[src/pkg/sxp_pkg.sv]
// Purpose: Shared constants for the serial I/O expander link and its controller
// Assumes: MCLK runs at 20 MHz on both ends
// Notes:   Select hold count is derived from a time in ns; other timing counts are given in cycles
package sxp_pkg;

    // Frame and port geometry
    localparam int          PORT_BITS   = 16;
    localparam logic [4:0]  FRAME_LAST  = 5'h0f;
    localparam logic [4:0]  FRAME_FULL  = 5'h10;

    // Reset values of the direction and output-state registers
    localparam logic [15:0] DIR_RESET   = 16'h0000;
    localparam logic [15:0] STATE_RESET = 16'hffff;

    // Clock and timing
    localparam int          MCLK_NS     = 50;
    localparam int          SEL_HOLD_NS = 1000;
    localparam logic [7:0]  SEL_HOLD_CYC =
        8'((SEL_HOLD_NS + MCLK_NS - 1) / MCLK_NS);
    localparam logic [7:0]  HALF_CYC    = 8'h04;
    localparam logic [7:0]  SETUP_CYC   = 8'h06;
    localparam logic [7:0]  GAP_CYC     = 8'h06;

    // Buffer geometry
    localparam int          FIFO_DEPTH  = 8;

    // Device mode states
    typedef enum logic [3:0] {
        DEV_RESET_ST = 4'b0001,
        DEV_INIT0_ST = 4'b0010,
        DEV_INIT1_ST = 4'b0100,
        DEV_DATA_ST  = 4'b1000
    } sxp_dev_state_type;

    // Controller states
    typedef enum logic [6:0] {
        CTL_IDLE_ST  = 7'b0000001,
        CTL_SETUP_ST = 7'b0000010,
        CTL_LOW_ST   = 7'b0000100,
        CTL_HIGH_ST  = 7'b0001000,
        CTL_TAIL_ST  = 7'b0010000,
        CTL_GAP_ST   = 7'b0100000,
        CTL_HOLD_ST  = 7'b1000000
    } sxp_ctl_state_type;

endpackage

[src/pkg/sxp_link_if.sv]
// Purpose: Serial link between the controller and the expander
// Assumes: Clock idles high; select is active low
// Notes:   No bidirectional wires on the link itself
`timescale 1ns/1ns
interface sxp_link_if;
    logic cs_n;
    logic sclk;
    logic din;
    logic dout;
    logic reset_n_pin;

    // Expander end
    modport dev (
        input  cs_n,
        input  sclk,
        input  din,
        input  reset_n_pin,
        output dout
    );

    // Controller end
    modport ctl (
        output cs_n,
        output sclk,
        output din,
        output reset_n_pin,
        input  dout
    );
endinterface

[src/rtl/sxp_host.sv]
// Purpose: Controller end: frames words from a FIFO onto the serial link
// Assumes: Link clock derived from MCLK by a divider
// Notes:   One sixteen-bit word per frame, one chip in the chain
`timescale 1ns/1ns

module sxp_fifo #(
    parameter int WIDTH = 16,
    parameter int DEPTH = 8
) (
    // Clock and reset
    input  wire logic             clk,
    input  wire logic             rst_n,
    // Fill side
    input  wire logic [WIDTH-1:0] in_data,
    input  wire logic             in_valid,
    output logic                  in_ready,
    // Drain side
    output logic      [WIDTH-1:0] out_data,
    output logic                  out_valid,
    input  wire logic             out_ready
);
    localparam int AW = $clog2(DEPTH);

    logic [WIDTH-1:0] mem_q [DEPTH];
    logic [AW-1:0]    wr_q;
    logic [AW-1:0]    rd_q;
    logic [AW:0]      cnt_q;
    logic [AW:0]      cnt_d;
    logic             push;
    logic             pop;

    assign cnt_d     = cnt_q + (AW+1)'(push) - (AW+1)'(pop);
    assign out_valid = (cnt_q != '0);
    assign out_data  = mem_q[rd_q];
    assign push      = in_valid & in_ready;
    assign pop       = out_valid & out_ready;

    // Storage
    always_ff @(posedge clk)
    begin
        if (push)
        begin
            mem_q[wr_q] <= in_data;
        end
    end

    // Pointers and fill count
    always_ff @(posedge clk)
    begin
        if (!rst_n)
        begin
            wr_q     <= '0;
            rd_q     <= '0;
            cnt_q    <= '0;
            in_ready <= 1'b0;
        end
        else
        begin
            if (push)
            begin
                wr_q <= (wr_q == AW'(DEPTH-1)) ? '0 : wr_q + AW'(1);
            end
            if (pop)
            begin
                rd_q <= (rd_q == AW'(DEPTH-1)) ? '0 : rd_q + AW'(1);
            end
            cnt_q    <= cnt_d;
            in_ready <= (cnt_d != (AW+1)'(DEPTH));
        end
    end
endmodule

module sxp_host
    import sxp_pkg::*;
(
    // Clock and reset
    input  wire logic        MCLK,
    input  wire logic        RST_N,
    // Serial link
    sxp_link_if.ctl          LINK,
    // Expander reset and open-drain mode select hold
    input  wire logic        DEV_RESET,
    input  wire logic        HOLD_REQ,
    // Words to send
    input  wire logic [15:0] TX_DATA,
    input  wire logic        TX_VALID,
    output logic             TX_READY,
    // Port levels read back
    output logic      [15:0] RX_DATA,
    output logic             RX_VALID
);

    logic [15:0] f_data;
    logic        f_valid;
    logic        pop;
    logic        hold_pend_q;
    logic        take_hold;
    logic        rpin_q;
    logic        cs_n_q;
    logic        sclk_q;
    logic        din_q;
    logic        do_meta_q;
    logic        do_sync_q;
    logic        rx_en_q;
    logic [7:0]  tmr_q;
    logic [3:0]  idx_q;
    logic [15:0] word_q;
    logic [15:0] rx_q;
    sxp_ctl_state_type state_q;

    sxp_fifo #(
        .WIDTH (PORT_BITS),
        .DEPTH (FIFO_DEPTH)
    ) u_fifo (
        .clk       (MCLK),
        .rst_n     (RST_N),
        .in_data   (TX_DATA),
        .in_valid  (TX_VALID),
        .in_ready  (TX_READY),
        .out_data  (f_data),
        .out_valid (f_valid),
        .out_ready (pop)
    );

    // Nothing is taken while the expander is held in reset, so no word is lost
    assign take_hold = (state_q == CTL_IDLE_ST) & hold_pend_q & rpin_q;
    assign pop       = (state_q == CTL_IDLE_ST) & ~hold_pend_q & f_valid & rpin_q;

    assign LINK.cs_n        = cs_n_q;
    assign LINK.sclk        = sclk_q;
    assign LINK.din         = din_q;
    assign LINK.reset_n_pin = rpin_q;

    // Pending select hold, a new request wins over the clear
    always_ff @(posedge MCLK)
    begin
        if (!RST_N)
        begin
            hold_pend_q <= 1'b0;
        end
        else if (HOLD_REQ)
        begin
            hold_pend_q <= 1'b1;
        end
        else if (take_hold)
        begin
            hold_pend_q <= 1'b0;
        end
    end

    // Expander reset pin and serial input synchroniser
    always_ff @(posedge MCLK)
    begin
        rpin_q    <= RST_N & ~DEV_RESET;
        do_meta_q <= LINK.dout;
        do_sync_q <= do_meta_q;
    end

    // Frame sequencer
    always_ff @(posedge MCLK)
    begin
        if (!RST_N)
        begin
            state_q  <= CTL_IDLE_ST;
            cs_n_q   <= 1'b1;
            sclk_q   <= 1'b1;
            din_q    <= 1'b0;
            tmr_q    <= 8'h00;
            idx_q    <= 4'h0;
            word_q   <= 16'h0000;
            rx_q     <= 16'h0000;
            rx_en_q  <= 1'b0;
            RX_DATA  <= 16'h0000;
            RX_VALID <= 1'b0;
        end
        else
        begin
            RX_VALID <= 1'b0;
            if (tmr_q != 8'h00)
            begin
                tmr_q <= tmr_q - 8'h01;
            end
            case (state_q)
                CTL_IDLE_ST:
                begin
                    if (take_hold && rpin_q)
                    begin
                        cs_n_q  <= 1'b0;
                        tmr_q   <= SEL_HOLD_CYC;
                        rx_en_q <= 1'b0;
                        state_q <= CTL_HOLD_ST;
                    end
                    else if (pop && rpin_q)
                    begin
                        cs_n_q  <= 1'b0;
                        word_q  <= f_data;
                        tmr_q   <= SETUP_CYC;
                        rx_en_q <= 1'b1;
                        state_q <= CTL_SETUP_ST;
                    end
                end
                CTL_SETUP_ST:
                begin
                    if (tmr_q == 8'h00)
                    begin
                        sclk_q  <= 1'b0;
                        din_q   <= word_q[0];
                        idx_q   <= 4'h0;
                        tmr_q   <= HALF_CYC;
                        state_q <= CTL_LOW_ST;
                    end
                end
                CTL_LOW_ST:
                begin
                    if (tmr_q == 8'h00)
                    begin
                        sclk_q      <= 1'b1;
                        rx_q[idx_q] <= do_sync_q;
                        tmr_q       <= HALF_CYC;
                        state_q     <= CTL_HIGH_ST;
                    end
                end
                CTL_HIGH_ST:
                begin
                    if (tmr_q == 8'h00)
                    begin
                        tmr_q <= HALF_CYC;
                        if (idx_q == 4'hf)
                        begin
                            state_q <= CTL_TAIL_ST;
                        end
                        else
                        begin
                            sclk_q  <= 1'b0;
                            din_q   <= word_q[idx_q + 4'h1];
                            idx_q   <= idx_q + 4'h1;
                            state_q <= CTL_LOW_ST;
                        end
                    end
                end
                CTL_TAIL_ST:
                begin
                    if (tmr_q == 8'h00)
                    begin
                        cs_n_q  <= 1'b1;
                        tmr_q   <= GAP_CYC;
                        state_q <= CTL_GAP_ST;
                    end
                end
                CTL_HOLD_ST:
                begin
                    if (tmr_q == 8'h00)
                    begin
                        cs_n_q  <= 1'b1;
                        tmr_q   <= GAP_CYC;
                        state_q <= CTL_GAP_ST;
                    end
                end
                CTL_GAP_ST:
                begin
                    if (tmr_q == 8'h00)
                    begin
                        RX_DATA  <= rx_q;
                        RX_VALID <= rx_en_q;
                        state_q  <= CTL_IDLE_ST;
                    end
                end
                default:
                begin
                    state_q <= CTL_IDLE_ST;
                end
            endcase
        end
    end

endmodule

[src/flat_wrapper.sv]
// flat-port wrapper written by rule: the top's interface ports become plain ports
module sxp_host_flat import sxp_pkg::*;
  (MCLK, RST_N, DEV_RESET, HOLD_REQ, TX_DATA, TX_VALID, TX_READY, RX_DATA, RX_VALID, LINK_cs_n, LINK_sclk, LINK_din, LINK_reset_n_pin, LINK_dout);
  sxp_link_if LINK_i ();
  input  wire logic MCLK;
  input  wire logic RST_N;
  input  wire logic DEV_RESET;
  input  wire logic HOLD_REQ;
  input  wire logic [15:0] TX_DATA;
  input  wire logic TX_VALID;
  output logic TX_READY;
  output logic      [15:0] RX_DATA;
  output logic RX_VALID;
  output wire logic [$bits(LINK_i.cs_n)-1:0] LINK_cs_n;
  output wire logic [$bits(LINK_i.sclk)-1:0] LINK_sclk;
  output wire logic [$bits(LINK_i.din)-1:0] LINK_din;
  output wire logic [$bits(LINK_i.reset_n_pin)-1:0] LINK_reset_n_pin;
  input wire logic [$bits(LINK_i.dout)-1:0] LINK_dout;
  assign LINK_cs_n = LINK_i.cs_n;
  assign LINK_sclk = LINK_i.sclk;
  assign LINK_din = LINK_i.din;
  assign LINK_reset_n_pin = LINK_i.reset_n_pin;
  assign LINK_i.dout = LINK_dout;
  sxp_host u_core (.MCLK(MCLK), .RST_N(RST_N), .LINK(LINK_i), .DEV_RESET(DEV_RESET), .HOLD_REQ(HOLD_REQ), .TX_DATA(TX_DATA), .TX_VALID(TX_VALID), .TX_READY(TX_READY), .RX_DATA(RX_DATA), .RX_VALID(RX_VALID));
endmodule
[config.mk]
export PLATFORM = sky130hd
export DESIGN_NAME = sxp_host_flat
export DESIGN_NICKNAME = d
export VERILOG_FILES = /design/src/pkg/sxp_pkg.sv /design/src/pkg/sxp_link_if.sv /design/src/rtl/sxp_host.sv /design/src/flat_wrapper.sv
export SDC_FILE = /design/constraint.sdc
export NUM_CORES = 1
export LEC_CHECK = 0
export BUFFER_PORTS_ARGS = -buffer_cell sky130_fd_sc_hd__buf_2
export CAP_MARGIN = 30
export CORE_MARGIN = 1
export CORE_UTILIZATION = 55
export DETAILED_ROUTE_END_ITERATION = 12
export GPL_ROUTABILITY_DRIVEN = 0
export PLACE_DENSITY = 0.76
export SYNTH_ARGS = -nofsm -noshare
export SYNTH_HDL_FRONTEND = slang
export SYNTH_SLANG_ARGS = --single-unit
[constraint.sdc]
create_clock -name MCLK -period 4.9 [get_ports MCLK]
set_clock_uncertainty 0.15 [all_clocks]
set_input_delay 1.47 -clock MCLK [delete_from_list [all_inputs] [get_ports MCLK]]
set_output_delay 1.47 -clock MCLK [all_outputs]
set_load 0.01 [all_outputs]
[Word-level counts from Yosys, hierarchy flattened]
Memories as Yosys holds them, arrays and structs flattened. A register that Yosys moved wholly into a read port is not among the register bits.
Cells that the tools add are included.
Cells by class
  $add $sub $neg: 6
  reduce and logical (&&, ||, !) cells: 23
  bitwise logic cells: 11
  order comparisons: 3
  equal/unequal tests: 18
  muxes and demuxes: 44
Operator list (number)
  7-bit two-way mux: 7
  7-bit case mux with 6 select lines: 1
  8-bit two-way mux: 5
  8-bit case mux with 3 select lines: 1
  1-bit two-way mux: 17
  16-bit bitwise mux: 1
  4-bit two-way mux: 3
  4-bit by 5-bit less-than comparator with 1-bit output (second input constant): 2
  2-bit by 1-bit != test with 1-bit output (second input constant): 5
  3-bit AND reduction: 3
  1-bit bitwise AND: 8
  8-bit zero test: 1
  4-bit case mux with 2 select lines: 1
  2-bit nonzero test: 4
  8-bit nonzero test: 1
  8-bit by 1-bit subtractor with 8-bit output (second input constant): 1
  7-bit by 1-bit equality test with 1-bit output (second input constant): 1
  7-bit by 2-bit equality test with 1-bit output (second input constant): 1
  7-bit by 3-bit equality test with 1-bit output (second input constant): 1
  7-bit by 4-bit equality test with 1-bit output (second input constant): 1
  7-bit by 5-bit equality test with 1-bit output (second input constant): 1
  7-bit by 6-bit equality test with 1-bit output (second input constant): 1
  7-bit equality test (second input constant): 1
  3-bit by 1-bit adder with 3-bit output (second input constant): 2
  other kinds (26): 35
Storage, ports and cells
  output and inout port bits: 22
  memory bits (writable): 128
  register bits after elaboration: 71
  memories: 1
Memory list
  u_core.u_fifo.mem_q: depth 8, width 16, rd ports 1, clocked after memory_dff 1, write ports 1, line sxp_host.sv:24  | logic [WIDTH-1:0] mem_q [DEPTH];

[Logic depth before layout (Yosys ltp)]
Gate-level depths: netlist of run 1.
  depth in word-level cells: 8
  mapped depth: 16
  depth with buffers taken out: 14

[By module]
From an unflattened synthesis of run 1, not the netlist that was laid out.
Second synthesis, totals
  cell total of the unflattened synthesis: 665
  area, all modules: 9218.8 µm²
By module, submodules not included
  sxp_fifo: area each 5641.7 µm², seq. area each 4124.0 µm², instances 1, cells each 269
  sxp_host: area each 3577.2 µm², seq. area each 1521.5 µm², instances 1, cells each 396

[Worst setup path after synthesis of run 1]
Ideal clock, no wire load.
  kind: input to register
  from: in TX_VALID
  to: mem u_core.u_fifo.mem_q[0][0], enable pin
  required time: 4.320 ns
  path buffers: 0
  cell stages on the path: 2
  setup slack: 1.087 ns
  data arrival time: 3.233 ns
  setup time: 0.430 ns
  cell sequence: nand2_1 -> nor4_1
On the way
  word-level cells in the longest chain between the ends: 3
RTL lines
  start, declared: line flat_wrapper.sv:10  | input wire logic TX_VALID;
  1-bit bitwise AND: line sxp_host.sv:35  | assign push = in_valid & in_ready;
  1-bit two-way mux: line sxp_host.sv:41  | if (push)
  1-bit two-way mux (implied by the code): line sxp_host.sv:43  | mem_q[wr_q] <= in_data;
  end, declared: line sxp_host.sv:24
Every way passes these cells.

[Worst setup path in the final report of run 1]
  from: reg u_core.state_q[4]
  to: reg u_core.u_fifo.in_ready
On the way
  word-level cells in the longest chain between the ends: 7
RTL lines
  start, declared: line sxp_host.sv:109  | sxp_ctl_state_type state_q;
  start signal, assigned: line sxp_host.sv:164  | state_q <= CTL_IDLE_ST;
  start signal, assigned: line sxp_host.sv:191  | state_q <= CTL_HOLD_ST;
  start signal, assigned: line sxp_host.sv:199  | state_q <= CTL_SETUP_ST;
  7-bit by 1-bit equality test with 1-bit output: line sxp_host.sv:127  | assign pop = (state_q == CTL_IDLE_ST) & ~hold_pend_q & f_valid & rpin_q;
  1-bit bitwise AND (3 in series): line sxp_host.sv:127
  1-bit bitwise AND: line sxp_host.sv:36  | assign pop = out_valid & out_ready;
  4-bit by 1-bit subtractor with 4-bit output: line sxp_host.sv:32  | assign cnt_d = cnt_q + (AW+1)'(push) - (AW+1)'(pop);
  4-bit != test: line sxp_host.sv:68  | in_ready <= (cnt_d != (AW+1)'(DEPTH));
  end signal, assigned: line sxp_host.sv:68
  end, declared: line sxp_host.sv:16  | output logic in_ready,
Every way passes these cells.
A chain may end at the register's enable or synchronous reset.

==> results.cfg, run 1 <==
[finish]
antenna-diode-count = 0
design_area_um2 = 9980
layout_stage_area_growth_over_the_synthesis_result_pct = 14.1
most-common-layout-cells = 128 x edfxtp_1, 85 x dfxtp_1, 54 x nor2_1
drive_above_1_share = 0.210
nets = 698
layout_commonest_cell = edfxtp_1

[synthesis]
yosys-mux-area-fraction = 0.150
synth_enable_flop_cells = 128
syn-mean-instance-area_um2 = 14.0
yosys.area_share.xor_xnor = 0.0130
synth-seq-cells = 215
synth_flop_cell = edfxtp_1
synth_fa_ha_area_frac = 0.0237
post_synth_num_cell_types = 50
synth-async-reset-ratio = 0
synth_simple_gate_area_share = 0.0991
synth-warning-count = 0
syn_inst = 623
combinational_family_with_the_most_area_after_synthesis = multiplexers
mappedNetlistArea_um2 = 8750
synth_compound_area_frac = 0.0481
synth_fp_nets = 661
synth_sequential_area_ratio = 0.638

[floorplanning]
initial_core_utilization = 0.569
chipHeight_um = 128
design.die.area_um2 = 16400
fp.dieW_um = 128
std_cell_rows = 45
io-pin-count = 44
fp.coreArea_um2 = 15400

[critical_path]
slowest_stage = dfxtp_1
worstPathCellList = nor3_1 -> and3_1 -> nand3_1 -> inv_1 -> buf_4 -> ha_1 -> inv_1 -> ha_1 -> inv_1 -> fa_1 -> xnor2_1 -> nor4b_1 -> nor2_1
critical_path_peak_fanout = 38
critical_path.endpoint_type = flip-flop
worst_ep_required_time_ps = 5110
criticalPathCategory = reg -> reg
cp_data_arrival_time_ps = 3690
critical-path-max-stage-delay_ps = 420
critical_path_startpoint_category = flip-flop
most_prevalent_standard_cell_on_the_critical_path = inv_1

[clock_network]
cts_inserted_buffers = 22
ctsResizeCount = 0
cts.reportedPaths.clkPinSlew_ps = 60
ctsHtreeMaxLevel = 1
cts.repair_timing.setup_buffer_count = 0
postCtsHoldBufs = 0
cts-root-buf = clkbuf_16
clk-insertion-delay-late_ps = 510
cts_tree = built
ctsLongestPathBuffers = 3
clkSinkCount = 215

[route]
wire_per_inst_um = 18.2
count_of_nets_left_with_antenna_violations_after_detail_routing = 0
post-route-drc-count = 0
avgViaCountPerCell = 5.69
drtPass1Iterations = 5
vias = 5051
postRouteWirelength_um = 16100
drt_iter0_drc = 379

[grt]
gr_ovfl_total = 0
first_pass_grt_wire_length_um = 25900
grtUsageTotal = 0.204
number_of_antenna_violations_at_the_first_check_in_global_routing = 1
number_of_global_route_vias_before_repair = 4983
largest_net_degree_at_the_start_of_global_routing = 57

[sta]
unrepaired_setup_endpoints_after_global_routing = false
timing_hold_violations_final = 0
post-route-period-util = 0.711
min_period_ps = 3480
report.final.slew_viol_count = 0
setup_viol = 0
worst_pin_slew_ps = 981
worst_slack_ps = 1420
setup_tns_ps = 0
maxClockFrequency_mhz = 287
slew_headroom = 0.344

[placed_design]
detailedPlace.worstSlack_ps = 1140
postPlaceCellArea_um2 = 9170
post-dp-hpwl_um = 10000
place.port_buffers = 43

[run_status]
run_status = completed

[hold_path]
worst_hold_path_type = reg -> reg

[power_and_ir_drop]
ir_worst_vdd_mv = 0.399
totalPowerFinal_mw = 4.54
cellPowerDensity_nw_per_um2 = 454
cellLeakagePower_nw = 3.47

[flow_run]
cap_viol_max_count = 0
where the power goes:
group          total, mW  internal [mW]  switching, mW
sequential          2.12           2.04         0.0811
clock               1.73           1.06          0.667
combinational      0.688          0.303          0.384
critical path: cells and delay by family (launching register included):
family                     cells  cell delay [ps]
xor gates and xnor gates       1              150
adders and majority gates      3              840
DFF                            1              420
buffers and inverters          4              580
and+or+nand+nor                5             1200
flip-flops by register name (all words and copies together) (netlist names):
register                 count
u_core.LINK.cs_n             1
u_core.LINK.din              1
u_core.LINK.reset_n_pin      1
u_core.LINK.sclk             1
u_core.RX_DATA              16
u_core.RX_VALID              1
u_core.do_meta_q             1
u_core.do_sync_q             1
u_core.hold_pend_q           1
u_core.idx_q                 4
u_core.rx_en_q               1
u_core.rx_q                 16
u_core.state_q               7
u_core.tmr_q                 8
u_core.u_fifo.cnt_q          4
u_core.u_fifo.in_ready       1
u_core.u_fifo.mem_q        128
u_core.u_fifo.rd_q           3
u_core.u_fifo.wr_q           3
u_core.word_q               16
worst paths after layout:
kind,start,end,slack [ps],cells after the start
worst max-delay path,u_core.state_q[4]$_SDFFE_PN0P_,u_core.u_fifo.in_ready$_SDFF_PN0_,1420,13
worst min-delay path,u_core.do_meta_q$_DFF_P_,u_core.do_sync_q$_DFF_P_,200,0
worst max register to register,u_core.state_q[4]$_SDFFE_PN0P_,u_core.u_fifo.in_ready$_SDFF_PN0_,1420,13
worst min register to register,u_core.do_meta_q$_DFF_P_,u_core.do_sync_q$_DFF_P_,200,0
metrics by stage:
stage | hold WS (ps) | util | cells
after floorplan | 160 | - | 623
after global placement | 164 | 0.594 | 842
after detailed placement | 170 | 0.597 | 844
after CTS | 199 | 0.647 | 884
after global routing | 210 | 0.649 | 887
final | 198 | 0.649 | 887
logic make-up after synthesis:
kind of cell               after synthesis
AOI/OAI and AO/OA                       66
and+or+nand+nor                        173
adders and majority gates               16
xor gates and xnor gates                13
DFF                                    215
buffers and inverters                   54
muxes                                   86
cell usage after synthesis (all sizes together), types with 7 or more instances:
master  count  area share
edfxtp    128        0.44
dfxtp      87        0.20
nor2       58       0.025
mux2i      50       0.057
nand2      37       0.016
mux4       36       0.093
a21oi      25       0.014
clkbuf     21      0.0090
buf        19       0.013
nand4      19       0.014
a211oi     16       0.014
ha         15       0.021
inv        14      0.0060
nand3      14      0.0086
o21ai      11      0.0067
nor3       10      0.0063
xor2        8      0.0080
nor2b       7      0.0050
cell type report:
| cell class | count | area (µm²) |
|---|---|---|
| fill | 1096 | 5390 |
| clock buffer | 31 | 634 |
| tap | 211 | 264 |
| clock inverter | 9 | 134 |
| multi-input combinational | 354 | 2970 |
| inverter | 14 | 52.6 |
| timing repair buffer | 53 | 337 |
| sequential | 215 | 5590 |
per-layer routing:
layer  vias to the layer above  part of all wire  GRT usage
met2                       103              0.50      0.358
met3                        23             0.042     0.0367
met1                      2496              0.43      0.261
met5                         -           0.00081          0
met4                         2             0.020     0.0581
li1                       2427                 -          -
(Power assumes the default switching activity.)
==> run 2: changes to the inputs <==
--- a/config.mk
+++ b/config.mk
@@ -5,6 +5,7 @@
 export SDC_FILE = /design/constraint.sdc
 export NUM_CORES = 1
 export LEC_CHECK = 0
+export ABC_AREA = 1
 export BUFFER_PORTS_ARGS = -buffer_cell sky130_fd_sc_hd__buf_2
 export CAP_MARGIN = 30
 export CORE_MARGIN = 1
==> constraint.sdc (replaced) <==
create_clock -name MCLK -period 3.5 [get_ports MCLK]
set_clock_uncertainty 0.15 [all_clocks]
set_input_delay 1.05 -clock MCLK [delete_from_list [all_inputs] [get_ports MCLK]]
set_output_delay 1.05 -clock MCLK [all_outputs]
set_load 0.01 [all_outputs]
==> run 2 against run 1 <==
  * Final cell count rose by 34%
  * Total power rose by 44%
  * Global-route usage rose by 2.0 points
  * Combinational power rose by 100%
  * Die area rose by 2.5%
  * Hold slack got worse by 22 ps
  * Critical path depth rose by 1
  * First-iteration DRC count rose by 13%
  * Non-clock buffer count rose by 7
  * Setup slack got worse by 580 ps
  * Largest cell class unchanged
==> results.cfg, run 2 <==
[synthesis]
netlist.area_leader.share = 0.428
synth_enable_flop_cells = 128
mappedNetlistArea_um2 = 8970
syn-mean-instance-area_um2 = 9.79
synth-seq-cells = 215
post_synth_num_cell_types = 30
syn_inst = 916
synth.cells.most_frequent = 206 x nor2_1, 128 x edfxtp_1, 107 x o21ai_0
synth_sequential_area_ratio = 0.623
netlist_top_cells_area = edfxtp_1 43%, dfxtp_1 19%, nor2_1 8.6%, o21ai_0 6.0%, nand2_1 4.1%
synth_compound_area_frac = 0.110
synth-warning-count = 0
synth_flop_cell = edfxtp_1
combinational_family_with_the_most_area_after_synthesis = simple AND/OR/NAND/NOR gates
synth_most_common_cell = nor2_1
synth_simple_gate_area_share = 0.188
yosys-mux-area-fraction = 0
yosys.area_share.xor_xnor = 0.00976
synth_fp_nets = 954
synth_top_cell_by_area = edfxtp_1
synth-async-reset-ratio = 0
synth_fa_ha_area_frac = 0.0232

[floorplanning]
fp.coreArea_um2 = 15900
initial_core_utilization = 0.565
io-pin-count = 44
std_cell_rows = 46
design.die.area_um2 = 16800
fp.dieW_um = 130
chipHeight_um = 130

[hold_path]
worst_hold_path_type = reg -> reg
hold_path_startpoint = u_core.do_meta_q$_DFF_P_
min_delay_path_depth = 0
min_to = u_core.do_sync_q$_DFF_P_

[run_status]
run_status = completed

[sta]
setup_viol = 0
timing_hold_violations_final = 0
unrepaired_setup_endpoints_after_global_routing = false
setup_tns_ps = 0
maxClockFrequency_mhz = 375
report.final.slew_viol_count = 0
worst_pin_slew_ps = 795
min_period_ps = 2670
slew_headroom = 0.470
post-route-period-util = 0.761
finalHoldWorstSlack_ps = 176
worst_slack_ps = 835

[placed_design]
placed_cells = 1150
detailedPlace.worstSlack_ps = 492
postPlaceCellArea_um2 = 9410
post-dp-hpwl_um = 10800
place.port_buffers = 43

[grt]
largest_net_degree_at_the_start_of_global_routing = 67
number_of_antenna_violations_at_the_first_check_in_global_routing = 0
gr_ovfl_total = 0
grtUsageTotal = 0.225
number_of_global_route_vias_before_repair = 6085
first_pass_grt_wire_length_um = 29200

[power_and_ir_drop]
pwr-share-seq = 0.460
clockPowerShare = 0.328
totalPowerFinal_mw = 6.53
cellLeakagePower_nw = 3.74
p_switching_mw = 1.97
cellPowerDensity_nw_per_um2 = 648
power.share.switching = 0.302
comb_power_share = 0.213
ir_worst_vdd_mv = 0.547
p_int_mw = 4.55

[finish]
final_util = 0.634
layout_commonest_cell = nor2_1
nets = 996
layout_stage_area_growth_over_the_synthesis_result_pct = 12.3
drive_above_1_share = 0.122
design_area_um2 = 10100
number_of_fill_cells = 1268
antenna-diode-count = 0
most-common-layout-cells = 206 x nor2_1, 128 x edfxtp_1, 107 x o21ai_0
finish.cell_count_without_fillers = 1190
largest_register_ff_count = 128
max_flop_register = u_core.u_fifo.mem_q

[clock_network]
clk-insertion-delay-late_ps = 510
ctsResizeCount = 0
ctsHtreeMaxLevel = 1
clkSinkCount = 215
cts_tree = built
cts.repair_timing.setup_buffer_count = 0
cts_inserted_buffers = 22
ctsLongestPathBuffers = 3
cts.reportedPaths.clkPinSlew_ps = 60
postCtsHoldBufs = 0
cts-root-buf = clkbuf_16

[route]
count_of_nets_left_with_antenna_violations_after_detail_routing = 0
post-route-drc-count = 0
vias = 6458
drtPass1Iterations = 5
wire_per_inst_um = 15.1
avgViaCountPerCell = 5.43
postRouteWirelength_um = 17900
drt_iter0_drc = 428

[critical_path]
critical_path_startpoint_category = flip-flop
critical_path.endpoint_type = flip-flop
criticalPathCategory = reg -> reg
cp_data_arrival_time_ps = 2920
critical_path.reg2reg.endpoint = u_core.u_fifo.in_ready$_SDFF_PN0_
worst_ep_required_time_ps = 3760
r2r_slack_ps = 830
r2r.worst_path.cells = 14
critical_path_peak_fanout = 3
crit_reg_reg_startpoint = u_core.u_fifo.cnt_q[2]$_SDFF_PN0_

[flow_run]
cap_viol_max_count = 0
-- run 2: worst max-delay path by stage --
| stage | from | to | slack (ps) | cells past startpoint |
|---|---|---|---|---|
| 3_3_place_gp | TX_VALID | u_core.u_fifo.in_ready$_SDFF_PN0_ | 530 | 11 |
| 6_report | u_core.u_fifo.cnt_q[2]$_SDFF_PN0_ | u_core.u_fifo.in_ready$_SDFF_PN0_ | 830 | 14 |
| 3_5_place_dp | TX_VALID | u_core.u_fifo.in_ready$_SDFF_PN0_ | 490 | 11 |
| 5_1_grt | u_core.state_q[6]$_SDFFE_PN0P_ | u_core.u_fifo.in_ready$_SDFF_PN0_ | 600 | 14 |
| 2_1_floorplan | TX_VALID | u_core.u_fifo.in_ready$_SDFF_PN0_ | 730 | 10 |
| 4_1_cts | u_core.u_fifo.cnt_q[2]$_SDFF_PN0_ | u_core.u_fifo.in_ready$_SDFF_PN0_ | 840 | 14 |
-- run 2: cells by family (layout without fill, tap and decap cells) --
logic type      after synthesis  in the layout
simple gates                394            394
flops                       215            215
compound gates              181            181
buf+inv                     100            158
fa+ha+maj                    16             16
xor+xnor                     10             10
-- run 2: cell type report --
type	instances	area (µm²)	area share
flip-flops and latches	215	5590	0.555
multi-input cells	601	2980	0.296
clock buffers	28	593	0.0589
repair buffers	60	355	0.0353
well taps	216	270	0.0268
inverters	58	218	0.0216
clock inverters	12	71.3	0.00708
-- run 2: critical path: stages (launching register included) --
cell and delay [ps]:
dfxtp_1 300, inv_1 50, ha_1 200, nand2_1 150, nand2_1 170, nor2_8 150
ha_1 230, inv_1 50, ha_1 150, inv_1 50, fa_1 370, xor2_1 210
nand3b_1 100, o21ai_0 160, inv_1 50
-- run 2: power groups by stage --
stage	combinational [mW]	sequential, mW	clock [mW]
finish	1.39	3.00	2.14
CTS	1.40	3.00	2.18
global placement	1.34	3.05	0
global route	1.58	3.02	2.28
detailed placement	1.38	3.05	0
floorplan	1.10	3.01	0
-- run 2: per-layer routing --
layer,global-route usage,vias to the layer above,routed length [µm]
met5,0,-,0
met4,0.126,0,843
met3,0.0381,67,940
met2,0.377,173,8560
met1,0.278,3009,7580
li1,-,3209,-
